<file path="config.mk">
export PLATFORM = sky130hd
export DESIGN_NAME = fhr_regs
export DESIGN_NICKNAME = d
export VERILOG_FILES = /design/src/shared/fhr_pkg.sv /design/src/rtl/fhr_regs.sv
export VERILOG_INCLUDE_DIRS = /design/src /design/src/shared
export SDC_FILE = /design/constraint.sdc
export NUM_CORES = 1
export LEC_CHECK = 0
export CAP_MARGIN = 20
export CORE_UTILIZATION = 67
export CTS_CLUSTER_SIZE = 30
export DETAILED_ROUTE_END_ITERATION = 6
export DONT_BUFFER_PORTS = 1
export PLACE_DENSITY = 0.82
export SYNTH_ARGS = -nofsm -noshare
export SYNTH_HDL_FRONTEND = slang
export SYNTH_SLANG_ARGS = --single-unit
</file>
<file path="constraint.sdc">
create_clock -name i_clk -period 3.1 [get_ports i_clk]
set_input_delay 0.31 -clock i_clk [delete_from_list [all_inputs] [get_ports i_clk]]
set_output_delay 0.31 -clock i_clk [all_outputs]
set_load 0.005 [all_outputs]
</file>
<file path="src/shared/fhr_cfg.svh">
// Purpose: constants for the floppy host register interface
// Assumes: byte registers, one per aligned 32-bit word on Avalon-MM
// Notes: register offsets are word indices; the byte address is index times four
`ifndef FHR_CFG_SVH
`define FHR_CFG_SVH
`define FHR_IDX_DOC 3'h2
`define FHR_IDX_TSC 3'h3
`define FHR_IDX_MST 3'h4
`define FHR_IDX_DAT 3'h5
`define FHR_IDX_DIS 3'h7
`define FHR_IDX_DRV 3'h6
`define FHR_RATE_RST 8'h02
`define FHR_B_RST 7
`define FHR_B_PWR 6
`define FHR_B_MOTB 5
`define FHR_B_MOTA 4
`define FHR_B_GATE 3
`define FHR_B_CRST 2
`define FHR_B_PICK 0
`define FHR_DIV_1M 4'h0
`define FHR_DIV_500K 4'h1
`define FHR_DIV_300K 4'h2
`define FHR_DIV_250K 4'h3
`define FHR_PC_DEF1M 4'h1
`define FHR_PC_DEF 4'h3
`endif

</file>
<file path="src/shared/fhr_pkg.sv">
// Purpose: types for the floppy host register interface
// Assumes: nothing beyond the cfg header
// Notes: rate codes as stored in the rate field
package fhr_pkg;
   typedef enum logic [1:0] {
      FHR_R500K = 2'h0,
      FHR_R300K = 2'h1,
      FHR_R250K = 2'h2,
      FHR_R1M = 2'h3
   } fhr_rate_type;
   typedef enum logic [2:0] {
      FHR_IDLE = 3'h1,
      FHR_WAIT = 3'h2,
      FHR_DONE = 3'h4
   } fhr_bus_type;
endpackage

</file>
<file path="src/rtl/fhr_regs.sv">
// Purpose: host register set of a two-drive floppy controller
// Assumes: one clock, core engine outside feeds status and stack bytes
// Notes: answers every access one cycle after it is seen
`timescale 1ns/100ps
`include "fhr_cfg.svh"
module fhr_regs (
   // clock and reset
   input wire logic i_clk,
   input wire logic i_sys_rst,
   // avalon-mm slave
   input wire logic [4:0] i_address,
   input wire logic i_read,
   input wire logic i_write,
   input wire logic [31:0] i_writedata,
   input wire logic [3:0] i_byteenable,
   output logic [31:0] o_readdata,
   output logic o_waitrequest,
   // core engine status, same clock; disk change is a drive pin
   input wire logic i_transfer_request_flag,
   input wire logic i_transfer_direction_flag,
   input wire logic i_non_dma_flag,
   input wire logic i_command_busy_flag,
   input wire logic i_second_drive_seek_busy,
   input wire logic i_first_drive_seek_busy,
   input wire logic [7:0] i_stack_rd_data,
   input wire logic i_disk_change_n,
   input wire logic i_core_irq,
   input wire logic i_core_drq,
   // core engine controls
   output logic o_core_reset,
   output logic o_stack_pop,
   output logic o_stack_push,
   output logic [7:0] o_stack_wr_data,
   output logic [1:0] o_rate_code,
   output logic [3:0] o_sep_clk_div,
   output logic [3:0] o_precomp_step,
   output logic o_power_down,
   // drive and system side
   output logic o_first_motor_enable,
   output logic o_second_motor_enable,
   output logic o_drive_pick,
   output logic o_irq,
   output logic o_drq
);
   // register state
   logic [7:0] doc_r, doc_nxt;
   logic [1:0] tsc_r, tsc_nxt;
   logic [6:0] rps_r, rps_nxt;
   logic rrst_r, rrst_nxt;
   logic pwr_r, pwr_nxt;
   logic [7:0] rd_r, rd_nxt;
   logic ack_r;
   logic [1:0] rate_r, rate_nxt;
   logic sep_r1, sep_r2;
   logic dchg_s1, dchg_s2;
   // hardware reset value of the rate select byte
   localparam logic [7:0] rate_rst_v = `FHR_RATE_RST;
   fhr_pkg::fhr_bus_type st_r, st_nxt;

   // decode of the word index
   wire logic [2:0] idx = i_address[4:2];
   wire logic hit = i_address[4:2] != 3'h0 && i_address[1:0] == 2'h0;
   wire logic wr_go = i_write && !ack_r && i_byteenable[0] && hit;
   wire logic rd_go = i_read && !ack_r && hit;
   wire logic [7:0] wd = i_writedata[7:0];
   wire logic wr_doc = wr_go && idx == `FHR_IDX_DOC;
   wire logic wr_tsc = wr_go && idx == `FHR_IDX_TSC;
   wire logic wr_rps = wr_go && idx == `FHR_IDX_MST;
   wire logic wr_dat = wr_go && idx == `FHR_IDX_DAT;
   wire logic wr_drc = wr_go && idx == `FHR_IDX_DIS;
   wire logic rd_dat = rd_go && idx == `FHR_IDX_DAT;
   wire logic rd_mst = rd_go && idx == `FHR_IDX_MST;

   // status byte; reserved bits 3:2 read zero
   wire logic [7:0] mst = {i_transfer_request_flag,
      i_transfer_direction_flag,
      i_non_dma_flag,
      i_command_busy_flag,
      2'h0,
      i_second_drive_seek_busy,
      i_first_drive_seek_busy};

   // precompensation step in 41.7 ns units, code 000 follows the rate
   function automatic logic [3:0] pc_step(input logic [2:0] c,
         input logic [1:0] r);
      logic [3:0] s;
      s = {1'b0, c};
      if (c == 3'h7)
         s = 4'h0;
      else if (c == 3'h0)
         s = (r == fhr_pkg::FHR_R1M) ? `FHR_PC_DEF1M : `FHR_PC_DEF;
      return s;
   endfunction

   // separator divider per rate code
   function automatic logic [3:0] sep_div(input logic [1:0] r);
      logic [3:0] d;
      case (r)
         fhr_pkg::FHR_R500K: d = `FHR_DIV_500K;
         fhr_pkg::FHR_R300K: d = `FHR_DIV_300K;
         fhr_pkg::FHR_R250K: d = `FHR_DIV_250K;
         default: d = `FHR_DIV_1M;
      endcase
      return d;
   endfunction

   // read mux: unmapped offsets read as zero
   always_comb begin
      case (idx)
         `FHR_IDX_DOC: rd_nxt = doc_r;
         `FHR_IDX_TSC: rd_nxt = {6'h0, tsc_r};
         `FHR_IDX_MST: rd_nxt = mst;
         `FHR_IDX_DAT: rd_nxt = i_stack_rd_data;
         `FHR_IDX_DIS: rd_nxt = {~dchg_s2, 7'h0};
         default: rd_nxt = 8'h0;
      endcase
   end

   // next register values
   always_comb begin
      doc_nxt = wr_doc ? wd : doc_r;
      tsc_nxt = wr_tsc ? wd[1:0] : tsc_r;
      rps_nxt = wr_rps ? wd[6:0] : rps_r;
      // rate reset clears itself one cycle after taking effect
      rrst_nxt = wr_rps & wd[`FHR_B_RST];
      rate_nxt = rate_r;
      if (wr_rps)
         rate_nxt = wd[1:0];
      else if (wr_drc)
         rate_nxt = wd[1:0];
      pwr_nxt = pwr_r;
      if (wr_rps)
         pwr_nxt = wd[`FHR_B_PWR];
      else if (rd_dat || rd_mst || wr_dat || o_core_reset)
         pwr_nxt = 1'b0;
   end

   // bus handshake state: one wait cycle, then answer
   always_comb begin
      case (st_r)
         fhr_pkg::FHR_IDLE: st_nxt = (i_read || i_write) ?
            fhr_pkg::FHR_WAIT : fhr_pkg::FHR_IDLE;
         fhr_pkg::FHR_WAIT: st_nxt = fhr_pkg::FHR_DONE;
         fhr_pkg::FHR_DONE: st_nxt = fhr_pkg::FHR_IDLE;
         default: st_nxt = fhr_pkg::FHR_IDLE;
      endcase
   end

   // output control is cleared by the interface reset
   always_ff @(posedge i_clk or posedge i_sys_rst) begin
      if (i_sys_rst) begin
         doc_r <= 8'h0;
         tsc_r <= 2'h0;
         rps_r <= rate_rst_v[6:0];
         rate_r <= rate_rst_v[1:0];
         rrst_r <= 1'b0;
         pwr_r <= 1'b0;
      end else begin
         doc_r <= doc_nxt;
         tsc_r <= tsc_nxt;
         rps_r <= rps_nxt; // software resets leave it alone
         rate_r <= rate_nxt;
         rrst_r <= rrst_nxt;
         pwr_r <= pwr_nxt;
      end
   end

   // bus side flops; access effect happens in the first cycle only
   always_ff @(posedge i_clk or posedge i_sys_rst) begin
      if (i_sys_rst) begin
         ack_r <= 1'b0;
         rd_r <= 8'h0;
         st_r <= fhr_pkg::FHR_IDLE;
      end else begin
         ack_r <= (i_read || i_write) && !ack_r;
         rd_r <= rd_nxt;
         st_r <= st_nxt;
      end
   end

   // disk change is a drive pin: two flops before anything reads it
   always_ff @(posedge i_clk or posedge i_sys_rst) begin
      if (i_sys_rst) begin
         dchg_s1 <= 1'b1;
         dchg_s2 <= 1'b1;
      end else begin
         dchg_s1 <= i_disk_change_n;
         dchg_s2 <= dchg_s1;
      end
   end

   // pipeline the separator change two flops deep; sep_r2 comes one cycle after the rate updates
   always_ff @(posedge i_clk or posedge i_sys_rst) begin
      if (i_sys_rst) begin
         sep_r1 <= 1'b0;
         sep_r2 <= 1'b0;
      end else begin
         sep_r1 <= wr_rps || wr_drc;
         sep_r2 <= sep_r1;
      end
   end

   // answer: waitrequest drops the cycle after the request is seen
   assign o_waitrequest = (i_read || i_write) && !ack_r;
   assign o_readdata = {24'h0, rd_r};

   // core reset: either source; output-control reset is a level that
   // holds until written back, rate-select reset lasts one cycle
   assign o_core_reset = !doc_r[`FHR_B_CRST] || rrst_r;
   // stack strobes, one entry per access; suppressed under reset
   assign o_stack_pop = rd_dat && !o_core_reset;
   assign o_stack_push = wr_dat && !o_core_reset;
   assign o_stack_wr_data = wd;
   assign o_rate_code = rate_r;
   assign o_sep_clk_div = sep_div(rate_r);
   assign o_precomp_step = pc_step(rps_r[4:2], rate_r);
   assign o_power_down = pwr_r;

   // drive outputs and gated interrupt / dma
   assign o_first_motor_enable = doc_r[`FHR_B_MOTA];
   assign o_second_motor_enable = doc_r[`FHR_B_MOTB];
   assign o_drive_pick = doc_r[`FHR_B_PICK];
   assign o_irq = doc_r[`FHR_B_GATE] && i_core_irq;
   assign o_drq = doc_r[`FHR_B_GATE] && i_core_drq;

   // the core-side timing registers live in the engine and are
   // not reset by this block; it resets only what it owns

   a_rate_selfclr: assert property (@(posedge i_clk) disable iff (i_sys_rst)
      rrst_r |=> !rrst_r) else $error("rate reset did not clear");
   a_doc_hold: assert property (@(posedge i_clk) disable iff (i_sys_rst)
      (!doc_r[`FHR_B_CRST] && !wr_doc) |=> o_core_reset)
      else $error("output reset released");
   a_rate_last: assert property (@(posedge i_clk) disable iff (i_sys_rst)
      wr_drc |=> o_rate_code == $past(wd[1:0]))
      else $error("rate not from last write");
   a_irq_gate: assert property (@(posedge i_clk) disable iff (i_sys_rst)
      !doc_r[`FHR_B_GATE] |-> !o_irq && !o_drq)
      else $error("gate leak");
   a_pwr_wake: assert property (@(posedge i_clk) disable iff (i_sys_rst)
      (rd_mst && !wr_rps) |=> !o_power_down)
      else $error("no wake on status read");
   a_wait_one: assert property (@(posedge i_clk) disable iff (i_sys_rst)
      (i_read && !ack_r) |=> !o_waitrequest)
      else $error("late answer");
   a_mot_follow: assert property (@(posedge i_clk) disable iff (i_sys_rst)
      wr_doc |=> o_first_motor_enable == $past(wd[`FHR_B_MOTA]))
      else $error("motor bit wrong");
   a_sep_track: assert property (@(posedge i_clk) disable iff (i_sys_rst)
      sep_r2 |-> (o_rate_code != fhr_pkg::FHR_R1M ||
      o_sep_clk_div == `FHR_DIV_1M))
      else $error("separator not rescaled");
   a_mst_map: assert property (@(posedge i_clk) disable iff (i_sys_rst)
      rd_mst |=> o_readdata[7] == $past(i_transfer_request_flag))
      else $error("status bit 7 wrong");

   // precompensation decode against the fixed delay table
   a_pc_none: assert property (@(posedge i_clk) disable iff (i_sys_rst)
      rps_r[4:2] == 3'h7 |-> o_precomp_step == 4'h0)
      else $error("precomp none wrong");
   a_pc_plain: assert property (@(posedge i_clk) disable iff (i_sys_rst)
      (rps_r[4:2] != 3'h7 && rps_r[4:2] != 3'h0) |->
      o_precomp_step == {1'b0, rps_r[4:2]}) else $error("precomp step");
   a_pc_def1m: assert property (@(posedge i_clk) disable iff (i_sys_rst)
      (rps_r[4:2] == 3'h0 && o_rate_code == fhr_pkg::FHR_R1M) |->
      o_precomp_step == `FHR_PC_DEF1M) else $error("precomp 1m");
   a_pc_defoth: assert property (@(posedge i_clk) disable iff (i_sys_rst)
      (rps_r[4:2] == 3'h0 && o_rate_code != fhr_pkg::FHR_R1M) |->
      o_precomp_step == `FHR_PC_DEF) else $error("precomp default");

   // separator divider follows the active rate at all times
   a_sep_500k: assert property (@(posedge i_clk) disable iff (i_sys_rst)
      o_rate_code == fhr_pkg::FHR_R500K |-> o_sep_clk_div == `FHR_DIV_500K)
      else $error("divider 500k");
   a_sep_300k: assert property (@(posedge i_clk) disable iff (i_sys_rst)
      o_rate_code == fhr_pkg::FHR_R300K |-> o_sep_clk_div == `FHR_DIV_300K)
      else $error("divider 300k");
   a_sep_250k: assert property (@(posedge i_clk) disable iff (i_sys_rst)
      o_rate_code == fhr_pkg::FHR_R250K |-> o_sep_clk_div == `FHR_DIV_250K)
      else $error("divider 250k");
   a_sep_1m: assert property (@(posedge i_clk) disable iff (i_sys_rst)
      o_rate_code == fhr_pkg::FHR_R1M |-> o_sep_clk_div == `FHR_DIV_1M)
      else $error("divider 1m");

   // rate comes from the newest write of either register
   a_rate_rps: assert property (@(posedge i_clk) disable iff (i_sys_rst)
      wr_rps |=> o_rate_code == $past(wd[1:0]))
      else $error("rate select not taken");
   a_rate_hold: assert property (@(posedge i_clk) disable iff (i_sys_rst)
      (!wr_rps && !wr_drc) |=> $stable(o_rate_code))
      else $error("rate moved without write");

   // every reset source holds the engine; free only when none is active
   a_bus_core: assert property (@(posedge i_clk)
      i_sys_rst |=> o_core_reset)
      else $error("bus reset missed core");
   a_crst_rate: assert property (@(posedge i_clk) disable iff (i_sys_rst)
      rrst_r |-> o_core_reset)
      else $error("rate reset missed core");
   a_crst_doc: assert property (@(posedge i_clk) disable iff (i_sys_rst)
      !doc_r[`FHR_B_CRST] |-> o_core_reset)
      else $error("control reset missed core");
   a_crst_free: assert property (@(posedge i_clk) disable iff (i_sys_rst)
      (doc_r[`FHR_B_CRST] && !rrst_r) |-> !o_core_reset)
      else $error("core held for nothing");
   a_rrst_set: assert property (@(posedge i_clk) disable iff (i_sys_rst)
      (wr_rps && wd[`FHR_B_RST]) |=> rrst_r)
      else $error("rate reset not taken");

   // software resets leave the host registers alone, but clear power-down
   a_doc_keep: assert property (@(posedge i_clk) disable iff (i_sys_rst)
      !wr_doc |=> $stable(doc_r))
      else $error("output control moved");
   a_rps_keep: assert property (@(posedge i_clk) disable iff (i_sys_rst)
      !wr_rps |=> $stable(rps_r))
      else $error("rate select moved");
   a_tsc_store: assert property (@(posedge i_clk) disable iff (i_sys_rst)
      wr_tsc |=> tsc_r == $past(wd[1:0]))
      else $error("tape pick not stored");

   // drive bits and the interrupt / dma gate
   a_mot2_follow: assert property (@(posedge i_clk) disable iff (i_sys_rst)
      wr_doc |=> o_second_motor_enable == $past(wd[`FHR_B_MOTB]))
      else $error("second motor wrong");
   a_pick_follow: assert property (@(posedge i_clk) disable iff (i_sys_rst)
      wr_doc |=> o_drive_pick == $past(wd[`FHR_B_PICK]))
      else $error("drive pick wrong");
   a_irq_pass: assert property (@(posedge i_clk) disable iff (i_sys_rst)
      doc_r[`FHR_B_GATE] |-> o_irq == i_core_irq)
      else $error("irq not passed");
   a_drq_pass: assert property (@(posedge i_clk) disable iff (i_sys_rst)
      doc_r[`FHR_B_GATE] |-> o_drq == i_core_drq)
      else $error("drq not passed");

   // one stack entry per access, never both ways at once
   a_push_one: assert property (@(posedge i_clk) disable iff (i_sys_rst)
      o_stack_push |=> !o_stack_push)
      else $error("double push");
   a_pop_one: assert property (@(posedge i_clk) disable iff (i_sys_rst)
      o_stack_pop |=> !o_stack_pop)
      else $error("double pop");
   a_push_pop: assert property (@(posedge i_clk) disable iff (i_sys_rst)
      !(o_stack_push && o_stack_pop))
      else $error("push and pop together");

   // power-down entry and wake
   a_pwr_data: assert property (@(posedge i_clk) disable iff (i_sys_rst)
      (rd_dat || wr_dat) |=> !o_power_down)
      else $error("no wake on data access");
   a_pwr_set: assert property (@(posedge i_clk) disable iff (i_sys_rst)
      (wr_rps && wd[`FHR_B_PWR]) |=> o_power_down)
      else $error("power down not entered");

   // read side of shared and unmapped offsets, status bit map
   a_rd_zero: assert property (@(posedge i_clk) disable iff (i_sys_rst)
      (rd_go && idx == `FHR_IDX_DRV) |=> o_readdata == 32'h0)
      else $error("unmapped read not zero");
   a_dchg_read: assert property (@(posedge i_clk) disable iff (i_sys_rst)
      (rd_go && idx == `FHR_IDX_DIS) |=> o_readdata[7] == !$past(dchg_s2))
      else $error("disk change bit wrong");
   a_wait_write: assert property (@(posedge i_clk) disable iff (i_sys_rst)
      (i_write && !ack_r) |=> !o_waitrequest)
      else $error("late write answer");
   a_mst_dir: assert property (@(posedge i_clk) disable iff (i_sys_rst)
      rd_mst |=> o_readdata[6] == $past(i_transfer_direction_flag))
      else $error("status bit 6 wrong");
   a_mst_ndm: assert property (@(posedge i_clk) disable iff (i_sys_rst)
      rd_mst |=> o_readdata[5] == $past(i_non_dma_flag))
      else $error("status bit 5 wrong");
   a_mst_cb: assert property (@(posedge i_clk) disable iff (i_sys_rst)
      rd_mst |=> o_readdata[4] == $past(i_command_busy_flag))
      else $error("status bit 4 wrong");
   a_mst_seekb: assert property (@(posedge i_clk) disable iff (i_sys_rst)
      rd_mst |=> o_readdata[1] == $past(i_second_drive_seek_busy))
      else $error("status bit 1 wrong");
   a_mst_seeka: assert property (@(posedge i_clk) disable iff (i_sys_rst)
      rd_mst |=> o_readdata[0] == $past(i_first_drive_seek_busy))
      else $error("status bit 0 wrong");

   // values seen at the first edge after the bus reset lets go
   a_rate_init: assert property (@(posedge i_clk)
      $fell(i_sys_rst) |-> o_rate_code == fhr_pkg::FHR_R250K)
      else $error("rate not 250k after reset");
   a_pc_init: assert property (@(posedge i_clk)
      $fell(i_sys_rst) |-> o_precomp_step == `FHR_PC_DEF)
      else $error("precomp not default after reset");
   a_doc_init: assert property (@(posedge i_clk)
      $fell(i_sys_rst) |-> o_core_reset && !o_first_motor_enable)
      else $error("output control not cleared");
endmodule // fhr_regs

</file>
* Word-level counts from Yosys, hierarchy flattened *
Cells that the tools add are included.
Widths: inputs -> output; s select.

cells by class
  equal/unequal tests = 9
  muxes and demuxes = 9
  bitwise operators = 2
  reductions and logical operators = 32

operators by type and width
  cell                count
  $pmux 8 s5          1
  $logic_and 1x1->1   18
  $eq 3x3->1 const B  4
  $eq 3x2->1 const B  2
  $mux 2              3
  $mux 3              2
  $pmux 2 s3          1
  $logic_or 1x1->1    5
  $eq 2x2->1 const B  2
  $logic_not 2->1     2
  $reduce_bool 2->1   2
  $logic_not 1->1     3
  $logic_not 3->1     1
  $reduce_bool 3->1   1
  $eq 2x1->1 const B  1
  $mux 1              2
  $and 1x1->1         1
  $not 1->1           1

word-level totals
  register bits = 30
  input bits = 62
  word-level logic and storage cells = 62

* Longest topological paths before layout *
  depth after elaboration = 9
  depth in mapped cells = 5
  depth with buffers taken out = 4

* Worst setup path before layout *
Ideal clock, no wire load.

  path kind = register -> register
  start point = register ack_r
  end point = register rps_r[2]
  arrival = 1351 ps
  required time = 2975 ps
  slack = 1624 ps
  cell stages (with the launch flop) = 5
  clock period less this slack = 1476 ps
  path through = dfrtp_1 > nor4_2 > and3_1 > buf_4 > mux2_2

on the way
  word-level cells in the longest chain between the ends = 5

RTL lines
  element                             RTL line         text
  from (decl)                         fhr_regs.sv:52   logic ack_r;
  from (signal assigned)              fhr_regs.sv:175  ack_r <= (i_read || i_write) && !ack_r;
  $logic_not 1->1                     fhr_regs.sv:63   wire logic wr_go = i_write && !ack_r && i_byteenable[0] && hit;
  $logic_and 1x1->1 (3 in series)     fhr_regs.sv:63
  $logic_and 1x1->1 (no source line)  -
  to (signal assigned)                fhr_regs.sv:154  rps_r <= rate_rst_v[6:0];
  to (signal assigned)                fhr_regs.sv:161  rps_r <= rps_nxt;
  to (decl)                           fhr_regs.sv:48   logic [6:0] rps_r, rps_nxt;

Every way passes these cells.
A chain may end at the register's enable or synchronous reset.

* Worst setup path in the final report *
  start point = register ack_r
  end point = register rps_r[4]

Same word-level chain as after synthesis.

==> impl_metrics.toml <==
[die]
initial_core_util_pct = 72.7
rows = 17
fp.coreArea_mm2 = 0.00228
die_y_um = 51.7
io_pins = 122
die_area_mm2 = 0.00267
die_w_um = 51.7

[clock_tree]
cts_buffers = 3
clk_pin_slew_ns = 0.15
cts_sinks = 28
htreeDepth = 1
clockBufferDepth = 2
cts_tree = "done"
root_buffer = "clkbuf_4"
worstSkewPairLatency_ns = 0.33
cts_setup_buffers = 0

[sta]
max_freq_mhz = 588
holdWs_ns = 0.0948
finalSetupTns_ns = 0
final-hold-violation-count = 0
period_needed_ns = 1.70
drv_slew = 0
finalCritPeriodShare_pct = 54.8
finClkSkew_ns = 0.0126
setup_viol = 0
rsz0062_at_grt = "no"

[layout]
area_delta_synth_final_pct = -6.27
final-seq-area_um2 = 704
fin_util_pct = 68.2
layout.nets = 211
n_fill_cell = 170
multi_input_area_um2 = 694
drive_gt1_share_pct = 18.6
diodes = 0

[global_routing]
grt_max_degree = 29
grt_pass1_vias = 955
overflow = 0
antenna_found_initial = 0
track_usage_pct = 22.6
grt_pass1_wl_um = 4370

[detailed_routing]
drt_iter0_markers = 14
drt_pass1_iterations = 4
drc = 0
postRouteAntennaNets = 0
routed-via-count = 946
vias_per_cell = 5.47
wl_per_cell_um = 16.3
wirelength_um = 2820

[placement]
gp_congestion = 0.753
place.detailed.hpwl_um = 2170
numPortBuffers = 0

[synth]
synth-async-reset-ratio_pct = 100
ys.flop_type = "dfrtp_1"
synth_xor_area_share_pct = 0.529
yosysUniqueCellTypes = 29
synth_cells = 152
synthMuxAreaShare_pct = 14.4
synth-seq-area-share_pct = 42.6
yosysWarningCount = 0
synth_edf_count = 0
yosysTopAreaCell = "dfrtp_1"
synthTopCellsByArea = "dfrtp_1 38%, buf_4 17%, mux2_4 7.3%, dfstp_2 4.8%, mux2_2 4.8%"
synth-compound-area-share_pct = 6.88
synthSimpleGateAreaFrac_pct = 11.7
ys_top_cells_by_count = "37 x buf_4, 25 x dfrtp_1, 10 x nand2_1, 10 x nor2_1, 9 x inv_1"
syn_area_mm2 = 0.00166
synth_seq_cells = 28
synth.most_common_cell = "buf_4"
synth_area_per_cell_um2 = 10.9
synth_top_family_by_area = "buffers and inverters"
synth-adder-area-share_pct = 2.27
synth_top_cell_area_share_pct = 37.8

[setup_path]
critPathLaunchType = "flip-flop"
reg2reg_from = "ack_r$_DFF_PP0_"
path_cells = "nor4_2 > and3_1 > mux2_2"
r2r_end = "rps_r[4]$_DFFE_PP0P_"
crit_path_end_kind = "flip-flop"
r2r_setup_slack_ns = 1.40
arrival_ns = 1.92
r2r_cells = 3
cp_max_fo = 5
crit_type = "reg2reg"
path_delay_family = "simple AND/OR/NAND/NOR gates"
cp.required_ns = 3.32
path_buf_inv = 0
slowest_delay_ns = 0.44
cpMaxStageDelayCell = "dfrtp_1"

[power_and_ir_drop]
total_power_uw = 702
vdd_drop_max_uv = 310
leakage_uw = 0.000777
p_per_area_mw_per_mm2 = 452

[min_path]
holdPathStages = 1
min-delay-start = "i_writedata[7]"
min_path_type = "in2reg"
hold_path_end = "rrst_r$_DFF_PP0_"

[status]
status = "finished, final reports clean"

[run]
drv_cap = 0
[cells in the final DEF, fill, tap and decap left out, drive strengths merged]
cell type    netlist  final
conb               1     27
dfrtp             25     25
mux2              15     15
nor2              10     10
nand2             10     10
inv                9      9
o21ai              6      6
and2               6      6
mux2i              4      4
clkbuf             0      4
ha                 3      3
dfstp              3      3
nor4               2      2
nand3              2      2
nor2b              2      2
a32o               2      2
a32oi              2      2
a22oi              2      2
a22o               2      2
dlygate4sd3        0      2
and3               1      1
xnor2              1      1
nand2b             1      1
nor3b              1      1
o22ai              1      1
a21boi             1      1
buf               40      1
[logic make-up (layout without fill, tap and decap cells)]
group	after synthesis	count (layout)
xor gates and xnor gates	1	1
buffers and inverters	49	16
DFF	28	28
adders and majority gates	3	3
muxes	19	19
AOI/OAI and AO/OA	16	16
other	1	27
and+or+nand+nor	35	35
[through the flow]
stage	instances	setup WS (ns)	area [um2]
floorplan	178	1.62	1750
global placement	166	1.42	1470
detailed placement	166	1.40	1470
CTS	171	1.37	1510
global route	173	1.28	1550
finish	173	1.40	1550
[area by class of cell]
cell class              count  share of cell area, %
clock buffers               4                   2.34
well taps                  28                   2.26
flip-flops and latches     28                   45.4
repair buffers              3                   3.06
inverters                   9                   2.18
multi-input cells         101                   44.8
[flip-flops by register name (all words and copies together) (netlist names)]
name	cells
rps_r	3
rd_r	8
ack_r	1
dchg_s2	1
dchg_s1	1
tsc_r	2
o_power_down	1
rrst_r	1
o_rate_code	2
doc_r	8
[metal layers]
layer | global-route usage [%] | vias to the layer above | routed length [um]
met5 | 0 | - | 0
met3 | 4.68 | 2 | 228
met4 | 7.66 | 0 | 12
met1 | 27.4 | 455 | 1100
li1 | - | 430 | -
met2 | 39.4 | 59 | 1470
[worst max-delay path by stage]
stage / startpoint / endpoint / slack (ns) / cells past startpoint
6_report: ack_r$_DFF_PP0_ / rps_r[4]$_DFFE_PP0P_ / 1.40 / 3
5_1_grt: ack_r$_DFF_PP0_ / rps_r[4]$_DFFE_PP0P_ / 1.28 / 3
4_1_cts: ack_r$_DFF_PP0_ / rps_r[2]$_DFFE_PP0P_ / 1.37 / 3
3_5_place_dp: ack_r$_DFF_PP0_ / rps_r[2]$_DFFE_PP0P_ / 1.40 / 3
3_3_place_gp: ack_r$_DFF_PP0_ / rps_r[4]$_DFFE_PP0P_ / 1.42 / 3
2_1_floorplan: ack_r$_DFF_PP0_ / rps_r[2]$_DFFE_PP0P_ / 1.62 / 4
[what timing repair did]
action                    4_1_cts  5_1_grt
hold endpoints to repair        1        3
hold buffers                    1        1
resized for setup               0        0
[report_power, final]
group          total, uW  switching, uW  internal, uW
clock                176            104          71.9
combinational        101           50.7          50.2
sequential           425           27.4           398
[worst reg2reg max path: stages, from the launching register on]
cell and delay [ns]:
dfrtp_1 0.44, nor4_2 0.44, and3_1 0.35, mux2_2 0.36
(Power assumes the default switching activity.)
